## src/aoas_pkg.sv

```systemverilog
// Shared constants and types for the analog output alarm and status block
package aoas_pkg;

  // ****************************************************************
  // Host word area
  // ****************************************************************
  localparam logic [15:0] WORD_AREA_BASE    = 16'd2000;  // Base of the module word block
  localparam logic [15:0] WORDS_PER_UNIT    = 16'd10;    // Words given to each unit
  localparam logic [15:0] ALARM_STATUS_OFS  = 16'h0009;  // Status word offset from the base
  localparam logic [6:0]  UNIT_NUM_MAX      = 7'd95;     // Highest legal unit number

  // ****************************************************************
  // Status word field positions
  // ****************************************************************
  localparam int SETERR_LSB   = 0;   // Per-output set-value errors, bits 0..7
  localparam int SETERR_W     = 8;
  localparam int SCALE_ERR_B  = 8;
  localparam int HOLD_ERR_B   = 10;
  localparam int CONV_ERR_B   = 12;
  localparam int CHAN_ERR_B   = 13;
  localparam int STORE_ERR_B  = 14;
  localparam int ADJ_ON_B     = 15;
  localparam logic [15:0] STATUS_RESET   = 16'h0000;
  localparam logic [15:0] STATUS_PLC_ERR = 16'h8000;   // Only the adjustment flag set

  // ****************************************************************
  // Setting codes and limits
  // ****************************************************************
  localparam logic [15:0] HOLD_CODE_MAX   = 16'h0002;  // Legal hold codes 0..2
  localparam logic [7:0]  MODE_CODE_MAX   = 8'h01;     // Legal timing and mode codes 0..1
  localparam logic [15:0] SCALE_LIMIT_MAX = 16'h7fff;  // Largest legal scaling limit
  localparam logic [15:0] SET_VALUE_MAX   = 16'h1068;  // Largest legal commanded value
  localparam logic [7:0]  ADJ_CH_FIRST    = 8'h11;     // Adjustment channel codes 11..14
  localparam logic [7:0]  ADJ_CH_LAST     = 8'h14;

  // ****************************************************************
  // Timing
  // ****************************************************************
  localparam int CLK_FREQ_HZ   = 10_000_000;
  localparam int MON_TIME_MS   = 100;   // Host refresh monitoring period
  localparam int BLINK_HALF_MS = 250;   // Half period of the adjust lamp flash
  localparam int MON_CYCLES    = MON_TIME_MS * (CLK_FREQ_HZ / 1000);
  localparam int BLINK_CYCLES  = BLINK_HALF_MS * (CLK_FREQ_HZ / 1000);

  // ****************************************************************
  // Enumerations
  // ****************************************************************
  typedef enum logic [1:0] {
    HOST_PROGRAM = 2'b00,
    HOST_MONITOR = 2'b01,
    HOST_RUN     = 2'b10
  } aoas_hostmode_t;

  typedef enum logic [1:0] {
    HOLD_CLEAR = 2'b00,   // Output goes to zero
    HOLD_LAST  = 2'b01,   // Output keeps its last value
    HOLD_MAX   = 2'b10    // Output goes to full scale
  } aoas_hold_t;

  typedef enum logic [1:0] {
    CH_PASS   = 2'b00,
    CH_ZERO   = 2'b01,
    CH_FREEZE = 2'b10,
    CH_HOLDFN = 2'b11
  } aoas_chmode_t;

  typedef enum logic [1:0] {
    ST_RESTART = 2'b00,
    ST_CHECK   = 2'b01,
    ST_RUN     = 2'b10,
    ST_STOP    = 2'b11
  } aoas_state_t;

endpackage : aoas_pkg
```

## src/aoas_ctl_if.sv

```systemverilog
// Output control shared by the sequencer and every output channel
`timescale 1ns/1ps
interface aoas_ctl_if;
  import aoas_pkg::*;
  aoas_chmode_t mode;
  aoas_hold_t   holdSel;
  modport drv  (output mode, output holdSel);
  modport chan (input mode, input holdSel);
endinterface : aoas_ctl_if

```

## src/aoas_alarm_status.sv

```systemverilog
// Alarm, status word, lamps and output safety control of the analog output module
// Behaviour
// - Any alarm lights unit lamp, sets its status bit
// - Word base is 2000 plus ten per unit
// - Out-of-range value applies hold setting; flags output only outside adjustment mode
// - Run-time flags clear when condition goes away
// - Store failure sets bit 14, freezes outputs
// - Bit 15 set throughout adjustment mode
// - Bad adjust channel sets bit 13, zero output
// - Host running in adjust: only bit 15, zero
// - Setting error flags stay until restart
// - Bad scaling limits set bit 8
// - Hold code above 2 sets bit 10
// - Timing or mode code above 1 sets bit 12
// - Run lamp dark when exchange stopped
// - Adjust lamp flashes only in adjustment mode
// - Bus or watchdog fault: host lamp, hold setting
// - Refresh timeout freezes outputs
// - Bad unit number or table gives zero
// - Outputs zero while restarting
`timescale 1ns/1ps
module aoas_alarm_status
  import aoas_pkg::*;
#(
  parameter int NCH      = 8,
  parameter int MON_CNT  = MON_CYCLES,
  parameter int BLINK_CNT = BLINK_CYCLES
)(
  // Clock and reset
  input  wire logic                 clk,
  input  wire logic                 rst_b,
  // Front-panel switches (pins)
  input  wire logic [6:0]           unitNumPin,
  input  wire logic                 adjModePin,
  // Host bus condition
  input  wire logic                 ioRefresh,
  input  wire logic [1:0]           hostMode,
  input  wire logic                 busErr,
  input  wire logic                 hostWdtErr,
  input  wire logic                 dupUnit,
  input  wire logic                 tableMismatch,
  input  wire logic                 restartBit,
  // Host word access
  input  wire logic [15:0]          hostRdAddr,
  output logic      [15:0]          hostRdData_r,
  output logic      [15:0]          wordBase_r,
  output logic      [15:0]          statusWord_r,
  // Settings
  input  wire logic [15:0]          scaleUpper,
  input  wire logic [15:0]          scaleLower,
  input  wire logic [15:0]          holdSetting,
  input  wire logic [7:0]           convCode,
  input  wire logic [7:0]           opModeCode,
  input  wire logic [NCH-1:0]       chanEnable,
  // Adjustment
  input  wire logic [7:0]           adjChannel,
  input  wire logic                 storeReq,
  input  wire logic                 storeFail,
  // Analog data
  input  wire logic [NCH-1:0][15:0] setValue,
  output logic      [NCH-1:0][15:0] dacOut,
  // Lamps
  output logic                      runLamp_r,
  output logic                      unit_fault_lamp_r,
  output logic                      host_fault_lamp_r,
  output logic                      calibrate_lamp
);

  // ****************************************************************
  // Pin synchronisers
  // ****************************************************************
  logic [7:0]  pinMeta_r;
  logic [7:0]  pinSync_r;
  logic [6:0]  unitNum;
  logic        adjMode;

  // Switches are asynchronous; second stage is the only reader of the first
  always_ff @(posedge clk or negedge rst_b)
    if (!rst_b)
    begin
      pinMeta_r <= 8'h00;
      pinSync_r <= 8'h00;
    end
    else
    begin
      pinMeta_r <= {adjModePin, unitNumPin};
      pinSync_r <= pinMeta_r;
    end
  assign unitNum = pinSync_r[6:0];
  assign adjMode = pinSync_r[7];

  // ****************************************************************
  // Condition decode
  // ****************************************************************
  aoas_state_t state_r;
  aoas_state_t state_nxt;
  logic        plcErr;
  logic        unitBad;
  logic        chanBad;
  logic [7:0]  chanIdx;
  logic        scaleErr;
  logic        holdErr;
  logic        convErr;
  logic [31:0] monCnt_r;
  logic        monTimeout;
  logic        storeReqPrev_r;
  logic        storeErr_r;
  logic [2:0]  initFlags_r;
  logic [NCH-1:0] rangeErr;
  logic [15:0] statusNxt;

  assign plcErr  = adjMode && (hostMode != HOST_PROGRAM);
  assign unitBad = (unitNum > UNIT_NUM_MAX) || dupUnit || tableMismatch;
  assign chanIdx = adjChannel - ADJ_CH_FIRST;
  assign chanBad = adjMode && !plcErr &&
                   ((adjChannel < ADJ_CH_FIRST) || (adjChannel > ADJ_CH_LAST) ||
                    (chanIdx >= 8'(NCH)) || !chanEnable[chanIdx[2:0]]);
  assign scaleErr = (scaleUpper > SCALE_LIMIT_MAX) || (scaleLower > SCALE_LIMIT_MAX) ||
                    ((scaleUpper == scaleLower) && (scaleUpper != 16'h0000));
  assign holdErr  = holdSetting > HOLD_CODE_MAX;
  assign convErr  = (convCode > MODE_CODE_MAX) || (opModeCode > MODE_CODE_MAX);

  // Refresh watchdog; saturates so a dead host stays detected
  always_ff @(posedge clk or negedge rst_b)
    if (!rst_b)
      monCnt_r <= 32'h0;
    else if (ioRefresh)
      monCnt_r <= 32'h0;
    else if (monCnt_r < 32'(MON_CNT))
      monCnt_r <= monCnt_r + 32'h1;
  assign monTimeout = (monCnt_r >= 32'(MON_CNT));

  // ****************************************************************
  // Start-up and restart sequence
  // ****************************************************************
  // Settings are judged once per restart so their flags cannot flicker
  always_comb
  begin
    state_nxt = state_r;
    case (state_r)
      ST_RESTART: if (!restartBit) state_nxt = ST_CHECK;
      ST_CHECK:   state_nxt = (scaleErr || holdErr || convErr) ? ST_STOP : ST_RUN;
      ST_RUN:     if (restartBit) state_nxt = ST_RESTART;
      ST_STOP:    if (restartBit) state_nxt = ST_RESTART;
      default:    state_nxt = ST_RESTART;
    endcase
  end
  always_ff @(posedge clk or negedge rst_b)
    if (!rst_b)
      state_r <= ST_RESTART;
    else
      state_r <= state_nxt;
  always_ff @(posedge clk or negedge rst_b)
    if (!rst_b)
      initFlags_r <= 3'b000;
    else if (state_r == ST_CHECK)
      initFlags_r <= {convErr, holdErr, scaleErr};

  // store failure flag, set wins over clear
  always_ff @(posedge clk or negedge rst_b)
    if (!rst_b)
    begin
      storeErr_r     <= 1'b0;
      storeReqPrev_r <= 1'b0;
    end
    else
    begin
      storeReqPrev_r <= storeReq;
      if (storeFail && adjMode)
        storeErr_r <= 1'b1;
      else if ((storeReq && !storeReqPrev_r) || !adjMode)
        storeErr_r <= 1'b0;
    end

  // ****************************************************************
  // Status word
  // ****************************************************************
  // Run-time bits are recomputed each cycle, so they clear themselves
  // run bits self-clear
  always_comb
  begin
    statusNxt = STATUS_RESET;
    if (plcErr)
      statusNxt = STATUS_PLC_ERR;
    else
    begin
      if (state_r == ST_RUN && !adjMode)
        statusNxt[SETERR_LSB +: SETERR_W] = SETERR_W'(rangeErr);
      statusNxt[SCALE_ERR_B] = initFlags_r[0];
      statusNxt[HOLD_ERR_B]  = initFlags_r[1];
      statusNxt[CONV_ERR_B]  = initFlags_r[2];
      statusNxt[CHAN_ERR_B]  = chanBad;
      statusNxt[STORE_ERR_B] = storeErr_r;
      statusNxt[ADJ_ON_B]    = adjMode;
    end
  end
  // status always current, host polls freely
  always_ff @(posedge clk or negedge rst_b)
    if (!rst_b)
      statusWord_r <= STATUS_RESET;
    else
      statusWord_r <= statusNxt;

  always_ff @(posedge clk or negedge rst_b)
    if (!rst_b)
      wordBase_r <= WORD_AREA_BASE;
    else
      wordBase_r <= WORD_AREA_BASE + 16'(unitNum) * WORDS_PER_UNIT;

  // Host word read; other words of the block read as zero
  always_ff @(posedge clk or negedge rst_b)
    if (!rst_b)
      hostRdData_r <= 16'h0000;
    else if (hostRdAddr == wordBase_r + ALARM_STATUS_OFS)
      hostRdData_r <= statusWord_r;
    else
      hostRdData_r <= 16'h0000;

  // ****************************************************************
  // Lamps
  // ****************************************************************
  always_ff @(posedge clk or negedge rst_b)
    if (!rst_b)
    begin
      runLamp_r         <= 1'b0;
      unit_fault_lamp_r <= 1'b0;
      host_fault_lamp_r <= 1'b0;
    end
    else
    begin
      runLamp_r         <= (state_r == ST_RUN) && !plcErr && !unitBad;
      unit_fault_lamp_r <= (|statusNxt[14:0]) || plcErr;
      host_fault_lamp_r <= busErr || hostWdtErr || monTimeout || unitBad;
    end

  aoas_blink #(.HALF(BLINK_CNT)) uBlink (
    .clk    (clk),
    .rst_b  (rst_b),
    .en     (adjMode),
    .lamp_r (calibrate_lamp)
  );

  // ****************************************************************
  // Output control
  // ****************************************************************
  aoas_ctl_if ctl ();
  assign ctl.holdSel = aoas_hold_t'(holdSetting[1:0]);
  // Priority: safety zero, then freeze on silence, then hold function
  always_comb
  begin
    ctl.mode = CH_PASS;
    if (state_r != ST_RUN || unitBad || plcErr)
      ctl.mode = CH_ZERO;
    else if (monTimeout)
      ctl.mode = CH_FREEZE;
    else if (busErr || hostWdtErr)
      ctl.mode = CH_HOLDFN;
    else if (chanBad)
      ctl.mode = CH_ZERO;
    else if (storeErr_r)
      ctl.mode = CH_FREEZE;
  end

  // One channel per output
  for (genvar i = 0; i < NCH; i++)
  begin : gChan
    aoas_chan #(.MAXV(SET_VALUE_MAX)) uChan (
      .clk      (clk),
      .rst_b    (rst_b),
      .ctl      (ctl.chan),
      .cmd      (setValue[i]),
      .en       (chanEnable[i]),
      .outVal_r (dacOut[i]),
      .rangeErr (rangeErr[i])
    );
  end
endmodule : aoas_alarm_status

```

## src/aoas_blink.sv

```systemverilog
// Lamp flasher: square wave while enabled, dark otherwise
`timescale 1ns/1ps
module aoas_blink #(
  parameter int HALF = 2_500_000
)(
  // Clock and reset
  input  wire logic clk,
  input  wire logic rst_b,
  // Lamp
  input  wire logic en,
  output logic      lamp_r
);

  logic [31:0] cnt_r;

  // Half-period counter and lamp toggle
  always_ff @(posedge clk or negedge rst_b)
    if (!rst_b)
    begin
      cnt_r  <= 32'h0;
      lamp_r <= 1'b0;
    end
    else if (!en)
    begin
      cnt_r  <= 32'h0;
      lamp_r <= 1'b0;
    end
    else if (cnt_r >= 32'(HALF - 1))
    begin
      cnt_r  <= 32'h0;
      lamp_r <= ~lamp_r;
    end
    else
      cnt_r <= cnt_r + 32'h1;

endmodule : aoas_blink

```

## src/aoas_chan.sv

```systemverilog
// One analog output channel: range check and output value selection
`timescale 1ns/1ps
module aoas_chan
  import aoas_pkg::*;
#(
  parameter logic [15:0] MAXV = SET_VALUE_MAX
)(
  // Clock and reset
  input  wire logic         clk,
  input  wire logic         rst_b,
  // Control
  aoas_ctl_if.chan          ctl,
  // Data
  input  wire logic [15:0]  cmd,
  input  wire logic         en,
  output logic      [15:0]  outVal_r,
  output logic              rangeErr
);

  // Live range check, no memory so it clears itself
  assign rangeErr = en && (cmd > MAXV);

  // Output selection; frozen value is simply the register left alone
  always_ff @(posedge clk or negedge rst_b)
    if (!rst_b)
      outVal_r <= 16'h0000;
    else
    begin
      case (ctl.mode)
        CH_ZERO:   outVal_r <= 16'h0000;
        CH_FREEZE: outVal_r <= outVal_r;
        default:
        begin
          if (!en)
            outVal_r <= 16'h0000;
          else if (ctl.mode == CH_HOLDFN || rangeErr)
          begin
            case (ctl.holdSel)
              HOLD_LAST: outVal_r <= outVal_r;
              HOLD_MAX:  outVal_r <= MAXV;
              default:   outVal_r <= 16'h0000;
            endcase
          end
          else
            outVal_r <= cmd;
        end
      endcase
    end

endmodule : aoas_chan

```

## config.mk

```make
export PLATFORM = sky130hd
export DESIGN_NAME = aoas_alarm_status
export DESIGN_NICKNAME = d
export VERILOG_FILES = /design/src/aoas_pkg.sv /design/src/aoas_ctl_if.sv /design/src/aoas_alarm_status.sv /design/src/aoas_blink.sv /design/src/aoas_chan.sv
export SDC_FILE = /design/constraint.sdc
export NUM_CORES = 1
export LEC_CHECK = 0
export ABC_AREA = 1
export BUFFER_PORTS_ARGS = -buffer_cell sky130_fd_sc_hd__buf_4
export CAP_MARGIN = 10
export CELL_PAD_IN_SITES_DETAIL_PLACEMENT = 0
export CELL_PAD_IN_SITES_GLOBAL_PLACEMENT = 1
export CORE_AREA = 5 5 201 203
export CTS_CLUSTER_SIZE = 14
export DETAILED_ROUTE_END_ITERATION = 7
export DIE_AREA = 0 0 206 208
export PLACE_DENSITY = 0.8
export SLEW_MARGIN = 20
export SYNTH_ARGS = -nofsm -noshare
export SYNTH_HDL_FRONTEND = slang
export SYNTH_SLANG_ARGS = --single-unit
```

## constraint.sdc

```tcl
create_clock -name clk -period 2.1 [get_ports clk]
set_clock_uncertainty 0.15 [all_clocks]
set_input_delay 0.42 -clock clk [delete_from_list [all_inputs] [get_ports clk]]
set_output_delay 0.42 -clock clk [all_outputs]
set_load 0.02 [all_outputs]
```

After elaboration in Yosys (flattened, before gate mapping)

Index checks and enable logic that the tools add are counted.

$add $sub $neg: 5
$mul: 1
$lt $le $gt $ge: 21
Eq/ne operators: 22
Mux-type cells: 49
Bitwise logic cells: 2
Reduce and logical (&&, ||, !) cells: 63

Operators by type and width:

| cell                     | count |
|---|---|
| $pmux W16 S2             | 9 |
| $mux W16                 | 17 |
| $gt A16 B13 Y1 const B   | 8 |
| $mux W32                 | 4 |
| $add A32 B1 Y32 const B  | 2 |
| $ge A32 B20 Y1 const B   | 1 |
| $ge A32 B22 Y1 const B   | 1 |
| $gt A16 B15 Y1 const B   | 2 |
| $lt A32 B20 Y1 const B   | 1 |
| $ne A4 B4 Y1 const B     | 8 |
| $logic_or A1 B1 Y1       | 25 |
| $reduce_and A2 Y1        | 9 |
| $logic_and A1 B1 Y1      | 17 |
| $eq A16 B13 Y1           | 1 |
| $eq A16 B16 Y1           | 1 |
| $gt A16 B2 Y1 const B    | 1 |
| $gt A8 B1 Y1 const B     | 2 |
| $reduce_bool A16 Y1      | 1 |
| $mux W2                  | 7 |
| $add A12 B4 Y13 const B  | 1 |
| $reduce_or A13 Y1        | 1 |
| $add A11 B11 Y12 const A | 1 |
| $eq A2 B2 Y1 const B     | 5 |
| $mul A7 B3 Y10 const B   | 1 |
| other kinds (20)         | 37 |

Register bits after elaboration: 261
Input bits: 244
Word-level logic and storage cells: 186

Longest topological paths before layout

Gate-level depths: netlist (run 1).

Depth in word-level cells: 15
Mapped depth: 18
Gate-level depth less buffers: 16

By module

From an unflattened synthesis (run 1), not the netlist that was laid out.

Cell total of the unflattened synthesis: 1723
Area total of the unflattened synthesis: 13922.1 um^2

Modules (own cells, without submodules):

| module            | instances | cells an instance | area an instance (um^2) | sequential area each (um^2) |
|---|---|---|---|---|
| aoas_chan         | 8         | 102               | 862.1                   | 400.4 |
| aoas_alarm_status | 1         | 715               | 5401.4                  | 2434.8 |
| aoas_blink        | 1         | 192               | 1624.1                  | 825.8 |

Least setup slack after synthesis (run 1)

OpenSTA, ideal clock, no wires.

Path kind: register to register
Start point: register pinSync_r[3]
End point: register wordBase_r[10]
Arrival: 2.042 ns
Data required time: 1.874 ns
Slack: -0.168 ns
Cell stages (with the launch flop): 12
Path buffers: 0
Period minus slack after synthesis: 2.268 ns
Path through: dfrtp_1 -> ha_1 -> ha_1 -> a21o_1 -> a31oi_1 -> inv_1 -> a21oi_1 -> o21ai_0 -> xor2_1 -> nand2_1 -> nand2_1 -> nand2_1

Longest elaborated chain between the ends: 2

RTL lines:

| element                | line                     | source |
|---|---|---|
| from (decl)            | aoas_alarm_status.sv:73  | `logic [7:0] pinSync_r;` |
| from (signal assigned) | aoas_alarm_status.sv:87  | `pinSync_r <= pinMeta_r;` |
| $mul A7 B3 Y10         | aoas_alarm_status.sv:208 | `wordBase_r <= WORD_AREA_BASE + 16'(unitNum) * WORDS_PER_UNIT;` |
| $add A11 B11 Y12       | aoas_alarm_status.sv:208 |  |
| to (signal assigned)   | aoas_alarm_status.sv:208 |  |
| to (decl)              | aoas_alarm_status.sv:46  | `output logic [15:0] wordBase_r,` |

Every way passes these cells.
A chain may end at the register's enable or synchronous reset.

Worst setup path after layout (run 1)

Ends and elaborated chain as after synthesis.

==> metrics.yaml, run 1 <==
clock_network:
  clk_latency_ns: 0.58
  clock_path_buffers: 3
  clk_pin_slew_ns: 0.06
  cts_root_buf: "clkbuf_16"
  cts_made_buffers: 29
  cts.sinks: 258
  cts_tree: "done"
  cts_htree_levels: 1
synth:
  avgSynthCellArea_um2: 8.54
  synth.area.top_cells: "dfrtp_1 49%, nand2_1 9.4%, inv_1 5.6%"
  synth_top_family_by_area: "simple AND/OR/NAND/NOR gates"
  ys_top_cells_by_count: "324 x nand2_1, 252 x dfrtp_1, 192 x inv_1"
  ys_ff_latch: 258
  synth_flop_cell: "dfrtp_1"
  synth-adder-area-share_pct: 1.71
  synth_compound_area_share_pct: 9.83
  synthMuxAreaShare_pct: 0
  synth_edf_count: 0
  yosysTopAreaCell: "dfrtp_1"
  synth.cell_area_mm2: 0.0129
  synthSimpleGateAreaFrac_pct: 26.7
  yosysTopAreaCellShare_pct: 48.8
  syn_inst: 1511
  synthXorXnorAreaFrac_pct: 3.26
  yosysMostFrequentCell: "nand2_1"
  async_flop_share_pct: 100
  synthDistinctLibCells: 53
  ys_seq_area_share_pct: 50.1
  synth_warnings: 0
finish:
  n_fill_cell: 3224
  stdcell_count: 2744
  antennaDiodeCount: 0
  area_delta_synth_final_pct: 72.4
  fin_nets: 2467
  layout-drive-gt1-share_pct: 49.6
  final_area_mm2: 0.0223
setup_path:
  crit_family: "adder cells"
  cpPeakStageDelay_ns: 0.53
  cp.required_ns: 2.46
  cp.arrival_ns: 2.65
  crit_chain: "ha_4 > ha_4 > inv_2 > fa_2 > inv_2 > ha_4 > nor2_4 > nand2_2 > nor2_2 > nand2_1 > nand2_1 > nand2_1"
  cp-end-kind: "register"
  cp-start-kind: "register"
  cp_max_fo: 2
  crit_type: "reg -> reg"
  crit_slowest_cell: "fa_2"
  path_buf_inv: 2
grt:
  grt.total_usage_pct: 20.7
  grt_start_max_net_pins: 58
  grt_overflow: 0
  antenna_found_initial: 0
  grt_pass1_wl_um: 71700
  grt_pass1_vias: 13408
  use_met2_pct: 35.9
  grtUsageMet3_pct: 4.31
  met1_usage_pct: 25.5
  top_usage_layer: "met2"
power:
  irDropWorstVdd_mv: 0.463
  p_per_area_mw_per_mm2: 599
  p_leak_nw: 10.8
  finalPower_w: 0.0133
timing:
  tightest_slew_ns: 0.777
  rsz0062_at_grt: "true"
  setup_tns_ns: -14.68
  fin_ws_ns: -0.198
  finalCritPeriodShare_pct: 109
  whs_ns: 0.0488
  setup_violations: 153
  finalCriticalPeriod_ns: 2.30
  fmax_mhz: 435
  hold_viol_final: 0
  drv_slew: 0
  max_slew_margin_pct: 48.1
drt:
  dr.pass1.iters: 5
  ant_nets: 0
  drt_wl_total_um: 47700
  vias_per_cell: 4.79
  wl_per_cell_um: 17.4
  drcViolationCount: 0
  first_iter_violations: 554
  vias: 13149
die:
  io_pins: 424
  die-area_mm2: 0.0428
  die_w_um: 206
  design.core.area_mm2: 0.0383
  std_cell_rows: 72
  die_y_um: 208
  start_util_pct: 33.7
place:
  post_dp_cell_area_mm2: 0.0177
  hpwlAfterDp_um: 33300
  io_buffers: 412
  gp_congestion: 0.848
  dp.cells: 2553
run_status:
  outcome: "complete, but fails checks"
  violations: "setup timing"
hold_path:
  hold_path.class: "in -> reg"
flow_run:
  maxCapViolCount: 0
-- power by group --
group / internal [W] / switching (W) / total [W]
clock: 0.00319 / 0.00217 / 0.00535
combinational: 0.00122 / 0.00137 / 0.00259
sequential: 0.00521 / 0.000176 / 0.00538
-- registers in the layout (all words and copies together) (netlist names) --
register and count:
gChan.uChan.outVal_r 128, hostRdData_r 14, host_fault_lamp_r 1, initFlags_r 3, monCnt_r 32, pinMeta_r 8
pinSync_r 8, runLamp_r 1, state_r 2, statusWord_r 14, storeErr_r 1, storeReqPrev_r 1
uBlink.cnt_r 32, uBlink.lamp_r 1, unit_fault_lamp_r 1, wordBase_r 11
-- cells by family after synthesis --
group / Yosys count
adders and majority gates: 17
other: 1
DFF: 258
xor gates and xnor gates: 48
AOI/OAI and AO/OA: 202
buffers and inverters: 232
and+or+nand+nor: 753
-- cell usage in the layout, fill, tap and decap left out, types with 29 or more instances in the layout --
master	synthesis	routed
buf_4	11	522
dfrtp_1	252	250
nand2_1	324	189
inv_1	192	172
nor2_1	190	119
nand2_2	5	102
dlygate4sd3_1	0	78
o21ai_2	39	63
nand3_1	109	53
o21ai_1	34	47
nand3_2	0	46
nand2_8	5	46
nor2_2	9	43
nor2_4	0	38
buf_6	14	36
nand2_4	14	32
clkbuf_16	0	32
nor4_1	33	29
-- routing by layer --
layer | vias to the layer above | share of wire (%)
met4 | 0 | 3.9
met5 | - | 0
met2 | 412 | 50
li1 | 6317 | -
met3 | 96 | 6.9
met1 | 6324 | 39
-- per-stage QoR --
step,utilization (%),worst slack [ns]
after floorplan,-,-0.129
after global placement,46.3,-0.526
after detailed placement,46.3,-0.553
after CTS,55.0,-0.190
after global routing,58.2,-0.365
final,58.2,-0.198
-- area by class of cell --
type                       instances  area [um2]  area share, %
multi-input combinational       1061        7730           34.7
sequential                       258        6470           29.0
timing repair buffer             662        5610           25.2
inverter                         194         796           3.57
clock buffer                      35         788           3.54
tap                              518         648           2.91
clock inverter                    16         224           1.01
-- worst min-delay path: stages --
cell and delay [ns]:
buf_4 0.09, nor2_1 0.06, a31oi_1 0.16
-- repair_timing --
action                                  CTS  global route
gates cloned                             28             4
hold buffers                             78             0
setup buffers                            25            14
pin swaps                                62            84
endpoints found under the hold margin   329             0
resized for setup                       236           285
endpoints found under the setup margin  154           183
-- worst paths after layout --
check	startpoint	to	slack, ns	cells past startpoint
worst min-delay path	scaleLower[15]	initFlags_r[0]	0.05	3
min in group asynchronous	rst_b	uBlink.cnt_r[20]	0.16	2
worst max-delay path	pinSync_r[3]	wordBase_r[10]	-0.20	12
worst max register to register	pinSync_r[3]	wordBase_r[10]	-0.20	12
max in group asynchronous	rst_b	wordBase_r[6]	1.00	3
worst min register to register	pinMeta_r[7]	pinSync_r[7]	0.20	0
Note: power is estimated with default switching activity, not from simulation.
==> inputs of run 2 (changes only) <==
Settings changed: ABC_AREA 1 to 0, CORE_AREA 5 5 201 203 to 5 5 174 176, DIE_AREA 0 0 206 208 to 0 0 179 181, PLACE_DENSITY 0.8 to 0.88.
Clock period 2.1 ns to 2.9 ns, I/O delays scaled along.
==> run 2 against run 1 <==
Non-clock buffer count decreased by 173; register-to-register slack improved by 0.29 ns; the flow now finishes without violations; area after synthesis decreased by 11%.
==> metrics.yaml, run 2 <==
grt:
  antenna_found_initial: 1  # was 0
  grt_pass1_wl_um: 56600  # was 71,700 um
  grt_pass1_vias: 10411  # was 13,408
  grt.total_usage_pct: 22.0  # was 20.7%
  grt_overflow: 0  # unchanged
  grt_start_max_net_pins: 78  # was 58
synth:
  ys_seq_area_share_pct: 56.1  # was 50.1%
  synth_flop_cell: "dfrtp_1"  # unchanged
  synth.cell_area_mm2: 0.0115  # was 0.0129 mm2
  async_flop_share_pct: 100  # unchanged
  avgSynthCellArea_um2: 11.7  # was 8.54 um2
  ys_top_cells_by_count: "252 x dfrtp_1, 79 x nor2_1, 72 x a22o_2"  # was 324 x nand2_1, 252 x dfrtp_1, 192 x inv_1
  synth.area.top_cells: "dfrtp_1 55%, a22o_2 6.3%, xor2_1 3.0%"  # was dfrtp_1 49%, nand2_1 9.4%, inv_1 5.6%
  yosysTopAreaCellShare_pct: 54.7  # was 48.8%
  yosysTopAreaCell: "dfrtp_1"  # unchanged
  synth_edf_count: 0  # unchanged
  synth_warnings: 0  # unchanged
  ys_ff_latch: 258  # unchanged
  yosysMostFrequentCell: "dfrtp_1"  # was nand2_1
  synthDistinctLibCells: 64  # was 53
  syn_inst: 985  # was 1,511
die:
  die_w_um: 179  # was 206 um
  io_pins: 424  # unchanged
  start_util_pct: 40.5  # was 33.7%
  die_y_um: 181  # was 208 um
  std_cell_rows: 62  # was 72
  design.core.area_mm2: 0.0285  # was 0.0383 mm2
  die-area_mm2: 0.0324  # was 0.0428 mm2
drt:
  drt_wl_total_um: 36600  # was 47,700 um
  wl_met1_um: 14600  # was 18,800 um
  vias: 9826  # was 13,149
  dr.pass1.iters: 4  # was 5
  vias_per_cell: 5.19  # was 4.79
  ant_nets: 0  # unchanged
  first_iter_violations: 466  # was 554
  met3_length_um: 2900  # was 3280 um
  drcViolationCount: 0  # unchanged
  met2WireLength_um: 18300  # was 23,700 um
  top_layer: "met4"  # unchanged
  wl_per_cell_um: 19.3  # was 17.4 um
power:
  p_leak_nw: 8.10  # was 10.8 nW
  irDropWorstVdd_mv: 0.388  # was 0.463 mV
  switching_share_pct: 25.6  # was 27.8%
  power.share.clock_pct: 42.1  # was 40.2%
  p_per_area_mw_per_mm2: 543  # was 599 mW/mm2
  p_switching_w: 0.00232  # was 0.00371 W
  combPwrFrac_pct: 15.0  # was 19.4%
  power.share.sequential_pct: 42.9  # was 40.4%
  internal-power_w: 0.00676  # was 0.00962 W
finish:
  n_fill_cell: 2409  # was 3,224
  antennaDiodeCount: 0  # unchanged
  fin_nets: 1751  # was 2,467
  final_area_mm2: 0.0167  # was 0.0223 mm2
  top_regs: "gChan.uChan.outVal_r: 128 flops, monCnt_r: 32 flops, uBlink.cnt_r: 32 flops"  # unchanged
  largest_register_ffs: 128  # unchanged
  postLayoutCoreUtil_pct: 58.8  # was 58.2%
  final_common_cell: "buf_4"  # unchanged
  regMostFlops: "gChan.uChan.outVal_r"  # unchanged
  seq_area_mm2: 0.00646  # was 0.00647 mm2
  layout-drive-gt1-share_pct: 44.5  # was 49.6%
  final_cell_mix: "469 x buf_4, 252 x dfrtp_1, 78 x nor2_1, 72 x a22o_2, 58 x nand2_1"  # was 522 x buf_4, 250 x dfrtp_1, 189 x nand2_1, 172 x inv_1, 119 x nor2_1
  area_delta_synth_final_pct: 45.2  # was 72.4%
  multi_input_area_mm2: 0.00491  # was 0.00773 mm2
clock_network:
  clk_pin_slew_ns: 0.06  # about the same
  cts_made_buffers: 29  # unchanged
  clk_latency_ns: 0.54  # was 0.58 ns
  cts_htree_levels: 1  # unchanged
  cts.sinks: 258  # unchanged
  clock_path_buffers: 3  # unchanged
  cts_root_buf: "clkbuf_16"  # unchanged
  cts_tree: "done"  # unchanged
timing:
  whs_ns: 0.117  # was 0.0488 ns
  max_slew_margin_pct: 56.9  # was 48.1%
  fin_ws_ns: 0.0879  # was -0.198 ns
  finalCritPeriodShare_pct: 97.0  # was 109%
  setup_violations: 0  # was 153
  drv_slew: 0  # unchanged
  rsz0062_at_grt: "true"  # unchanged
  fmax_mhz: 356  # was 435 MHz
  tightest_slew_ns: 0.647  # was 0.777 ns
  finalCriticalPeriod_ns: 2.81  # was 2.30 ns
  hold_viol_final: 0  # unchanged
place:
  post_dp_cell_area_mm2: 0.0156  # was 0.0177 mm2
  dp_slack_ns: -0.193  # was -0.553 ns
  gp_congestion: 0.869  # was 0.848
  io_buffers: 412  # unchanged
  hpwlAfterDp_um: 28500  # was 33,300 um
setup_path:
  cp-end-kind: "register"  # unchanged
  cp.arrival_ns: 3.11  # was 2.65 ns
  crit_end: "wordBase_r[9]"  # was wordBase_r[10]
  cp_max_fo: 6  # was 2
  crit_start: "pinSync_r[3]"  # unchanged
  r2r_end: "wordBase_r[9]"  # was wordBase_r[10]
  regToRegSetupSlack_ns: 0.09  # was -0.20 ns
  cp.required_ns: 3.20  # was 2.46 ns
  r2r_cells: 10  # was 12
  crit_type: "reg -> reg"  # unchanged
  cp-start-kind: "register"  # unchanged
  r2r_start: "pinSync_r[3]"  # unchanged
hold_path:
  hold_path.class: "in -> reg"  # unchanged
flow_run:
  maxCapViolCount: 0  # unchanged
run_status:
  outcome: "completed"  # was complete, but fails checks
run 2: cell types whose count changed after synthesis, moves of 34 or more:
cell	delta
a22o_2	+72
nand3_1	-75
o21ai_0	-59
inv_1	-175
nand2_1	-266
o21ai_2	-39
nor2_1	-111
o21ai_1	-34
run 2: logic make-up after synthesis:
family          share of synthesized area, %
compound gates                          16.3
xor+xnor                                5.75
fa+ha+maj                               1.91
buf+inv                                 2.54
flops                                   56.1
mux                                    0.521
other cells                           0.0325
simple gates                            16.9
run 2: how the worst min path moves through the flow:
stage	start	to	slack [ns]	depth (start not counted)
finish	setValue[122]	gChan[7].uChan.outVal_r[10]	0.12	2
global route	setValue[121]	gChan[7].uChan.outVal_r[9]	0.1	2
CTS	setValue[58]	gChan[3].uChan.outVal_r[10]	0.09	2
detailed placement	pinMeta_r[5]	pinSync_r[5]	0.18	0
global placement	pinMeta_r[1]	pinSync_r[1]	0.18	0
floorplan	rst_b	gChan[0].uChan.outVal_r[0]	0.13	0
run 2: power by group through the flow:
stage,sequential (W),clock (W),combinational [W]
5_1_grt,0.00392,0.00406,0.00150
6_report,0.00389,0.00383,0.00137
3_3_place_gp,0.00395,0,0.00133
4_1_cts,0.00390,0.00392,0.00137
3_5_place_dp,0.00396,0,0.00135
2_1_floorplan,0.00404,0,0.000522
run 2: metal layers:
layer / global-route usage, % / vias up
li1: - / 4609
met2: 37.4 / 331
met5: 0 / -
met1: 27.8 / 4824
met3: 6.15 / 62
met4: 5.43 / 0
run 2: metrics by stage:
step / power, W / setup TNS, ns / instances
final: 0.00909 / 0 / 1895
after global routing: 0.00948 / -0.0249 / 1895
after CTS: 0.00918 / 0 / 1894
after detailed placement: 0.00531 / -18.59 / 1832
after global placement: 0.00529 / -11.26 / 1832
after floorplan: 0.00456 / 0 / 1003
run 2: area by class of cell:
type                            count  share of cell area (%)
Sequential cell                   258                    38.6
Timing Repair Buffer              489                    22.8
Clock buffer                       33                    4.60
Multi-Input combinational cell    695                    29.3
Inverter                           17                   0.381
Tap cell                          384                    2.87
Clock inverter                     19                    1.40
run 2: critical path, stage by stage (launching register included):
cell and delay [ns]:
dfrtp_1 0.40, ha_1 0.29, ha_2 0.19, inv_1 0.06, fa_2 0.41, nor2b_2 0.16
o21a_1 0.14, nor2_2 0.07, xnor2_1 0.14, or3_1 0.36, xor3_1 0.37
run 2: repair_timing:
item | 4_1_cts | 5_1_grt
gates resized for setup | 0 | 9
buffers inserted | 0 | 1
hold endpoints to repair | 79 | 0
hold buffers | 10 | 0
setup endpoints to repair | 0 | 16
==> inputs of run 3 (changes only) <==
Settings changed: CORE_AREA 5 5 174 176 to 5 5 181 183, DIE_AREA 0 0 179 181 to 0 0 186 188, PLACE_DENSITY 0.88 to 0.82.
Clock period 2.9 ns to 3.2 ns, I/O delays scaled along.
==> run 3 against run 2 <==
Power down 12%; sequential power down 9.3%; first-iteration DRC count up 3.2%; setup slack better by 0.060 ns; largest power group unchanged; clock-buffer cell count up 5; clock power down 14%; worst hold slack worse by 0.059 ns; wire length up 0.84%; critical path type unchanged; sequential share of layout area up 1.1 points.
==> metrics.yaml, run 3 (same netlist as run 2, synthesis figures left out) <==
run_status:
  outcome: "completed"  # unchanged
clock_network:
  clock_path_buffers: 3  # unchanged
  cts_htree_levels: 1  # unchanged
  cts_made_buffers: 29  # unchanged
  cts_root_buf: "clkbuf_16"  # unchanged
  hold_buffers: 1  # was 10
  clk_latency_ns: 0.54  # about the same
  cts.sinks: 258  # unchanged
  post-cts-setup-buffer-count: 0  # unchanged
  cts_tree: "done"  # unchanged
  clk_pin_slew_ns: 0.06  # about the same
  cts_resized: 0  # unchanged
timing:
  hold_viol_final: 0  # unchanged
  finalCritPeriodShare_pct: 95.4  # was 97.0%
  fin_ws_ns: 0.148  # was 0.0879 ns
  finalCriticalPeriod_ns: 3.05  # was 2.81 ns
  rsz0062_at_grt: "false"  # was true
  drv_slew: 0  # unchanged
  fmax_mhz: 328  # was 356 MHz
  tightest_slew_ns: 0.822  # was 0.647 ns
  setup_violations: 0  # unchanged
  max_slew_margin_pct: 44.8  # was 56.9%
die:
  die-area_mm2: 0.0350  # was 0.0324 mm2
  io_pins: 424  # unchanged
  std_cell_rows: 65  # was 62
  design.core.area_mm2: 0.0311  # was 0.0285 mm2
  start_util_pct: 37.1  # was 40.5%
  die_y_um: 188  # was 181 um
  die_w_um: 186  # was 179 um
setup_path:
  cp.arrival_ns: 3.37  # was 3.11 ns
  crit_slowest_cell: "nor4_2"  # was fa_2
  cpPeakStageDelay_ns: 0.57  # was 0.41 ns
  crit_chain: "o31ai_1 > a311oi_2 > nor4_2 > nand2_2 > nor3_4 > a22o_2"  # was ha_1 > ha_2 > inv_1 > fa_2 > nor2b_2 > o21a_1 > nor2_2 > xnor2_1 > or3_1 > xor3_1
  cp.required_ns: 3.51  # was 3.20 ns
  path_buf_inv: 0  # was 1
  crit_type: "reg -> reg"  # unchanged
  cp_max_fo: 9  # was 6
  cp-end-kind: "register"  # unchanged
  cp-start-kind: "register"  # unchanged
  crit_family: "simple AND/OR/NAND/NOR gates"  # was adder cells
finish:
  largest_register_ffs: 128  # unchanged
  final_cell_mix: "441 x buf_4, 252 x dfrtp_1, 79 x nor2_1, 72 x a22o_2, 58 x nand2_1"  # was 469 x buf_4, 252 x dfrtp_1, 78 x nor2_1, 72 x a22o_2, 58 x nand2_1
  final_common_cell: "buf_4"  # unchanged
  seq_area_mm2: 0.00646  # unchanged
  fin_nets: 1709  # was 1,751
  regMostFlops: "gChan.uChan.outVal_r"  # unchanged
  top_regs: "gChan.uChan.outVal_r: 128 flops, monCnt_r: 32 flops, uBlink.cnt_r: 32 flops"  # unchanged
  layout-drive-gt1-share_pct: 42.7  # was 44.5%
  postLayoutCoreUtil_pct: 52.4  # was 58.8%
  area_delta_synth_final_pct: 41.3  # was 45.2%
  stdcell_count: 1872  # was 1,895
  multi_input_area_mm2: 0.00489  # was 0.00491 mm2
  antennaDiodeCount: 0  # unchanged
  n_fill_cell: 2794  # was 2,409
grt:
  antenna_found_initial: 1  # unchanged
  grt_pass1_vias: 10022  # was 10,411
  grt.total_usage_pct: 20.6  # was 22.0%
  grt_overflow: 0  # unchanged
  grt_start_max_net_pins: 92  # was 78
  grt_pass1_wl_um: 56900  # was 56,600 um
power:
  p_leak_nw: 7.88  # was 8.10 nW
  p_per_area_mw_per_mm2: 493  # was 543 mW/mm2
  irDropWorstVdd_mv: 0.344  # was 0.388 mV
drt:
  dr.pass1.iters: 4  # unchanged
  drt_wl_total_um: 36900  # was 36,600 um
  vias_per_cell: 5.10  # was 5.19
  vias: 9541  # was 9,826
  drcViolationCount: 0  # unchanged
  ant_nets: 0  # unchanged
  first_iter_violations: 481  # was 466
  wl_per_cell_um: 19.7  # was 19.3 um
place:
  dp.cells: 1818  # was 1,832
  gp_congestion: 0.868  # was 0.869
  io_buffers: 412  # unchanged
  dp_slack_ns: -0.0211  # was -0.193 ns
  hpwlAfterDp_um: 28600  # was 28,500 um
flow_run:
  maxCapViolCount: 0  # unchanged
hold_path:
  hold_path.class: "in -> reg"  # unchanged
run 3: cell count changes in the layout (fill, tap and decap cells not counted), moves of 2 or more:
cell / before / now
clkbuf_1: 1 / 5
buf_12: 9 / 4
a21oi_1: 12 / 15
clkinvlp_4: 4 / 0
bufinv_16: 5 / 3
buf_4: 469 / 441
a21oi_2: 3 / 0
dlygate4sd3_1: 10 / 1
run 3: worst reg2reg max path: stages (launching register included):
cell and delay [ns]:
dfrtp_1 0.42, o31ai_1 0.36, a311oi_2 0.24, nor4_2 0.57, nand2_2 0.49, nor3_4 0.54, a22o_2 0.21
run 3: path summary, 6_finish.rpt:
| path | start | to | slack [ns] | cells after the start |
|---|---|---|---|---|
| worst max-delay path | monCnt_r[7] | gChan[2].uChan.outVal_r[0] | 0.15 | 6 |
| worst min-delay path | unitNumPin[2] | pinMeta_r[2] | 0.06 | 1 |
| worst max register to register | monCnt_r[7] | gChan[2].uChan.outVal_r[0] | 0.15 | 6 |
| worst min register to register | pinMeta_r[1] | pinSync_r[1] | 0.20 | 0 |
| max in group asynchronous | rst_b | wordBase_r[4] | 1.56 | 3 |
| min in group asynchronous | rst_b | gChan[7].uChan.outVal_r[14] | 0.56 | 2 |
run 3: power breakdown:
part	internal (W)	total, W	switching [W]
logic	0.000556	0.00119	0.000632
registers	0.00341	0.00353	0.000120
clock network	0.00199	0.00331	0.00131
run 3: cell type report:
| class | instances | area share (%) |
|---|---|---|
| tap | 402 | 3.09 |
| sequential | 258 | 39.7 |
| multi-input combinational | 695 | 30.0 |
| timing repair buffer | 447 | 21.0 |
| clock buffer | 38 | 4.91 |
| clock inverter | 15 | 0.968 |
| inverter | 17 | 0.392 |
run 3: per-layer routing:
| layer | vias up | track usage [%] | share of wire [%] |
|---|---|---|---|
| met5 | - | 0 | 0 |
| met4 | 0 | 4.15 | 1.7 |
| met1 | 4684 | 25.2 | 39 |
| met2 | 291 | 36.3 | 52 |
| li1 | 4525 | - | - |
| met3 | 41 | 5.84 | 7.8 |
run 3: stage by stage:
step / hold slack, ns / setup TNS (ns) / area, um2 / power (W)
3_3_place_gp: 0.182 / -0.0510 / 15300 / 0.00477
2_1_floorplan: 0.181 / 0 / 11600 / 0.00413
3_5_place_dp: 0.185 / -0.144 / 15300 / 0.00479
5_1_grt: 0.0202 / 0 / 16300 / 0.00841
4_1_cts: 0.0273 / 0 / 16300 / 0.00813
6_report: 0.0577 / 0 / 16300 / 0.00803
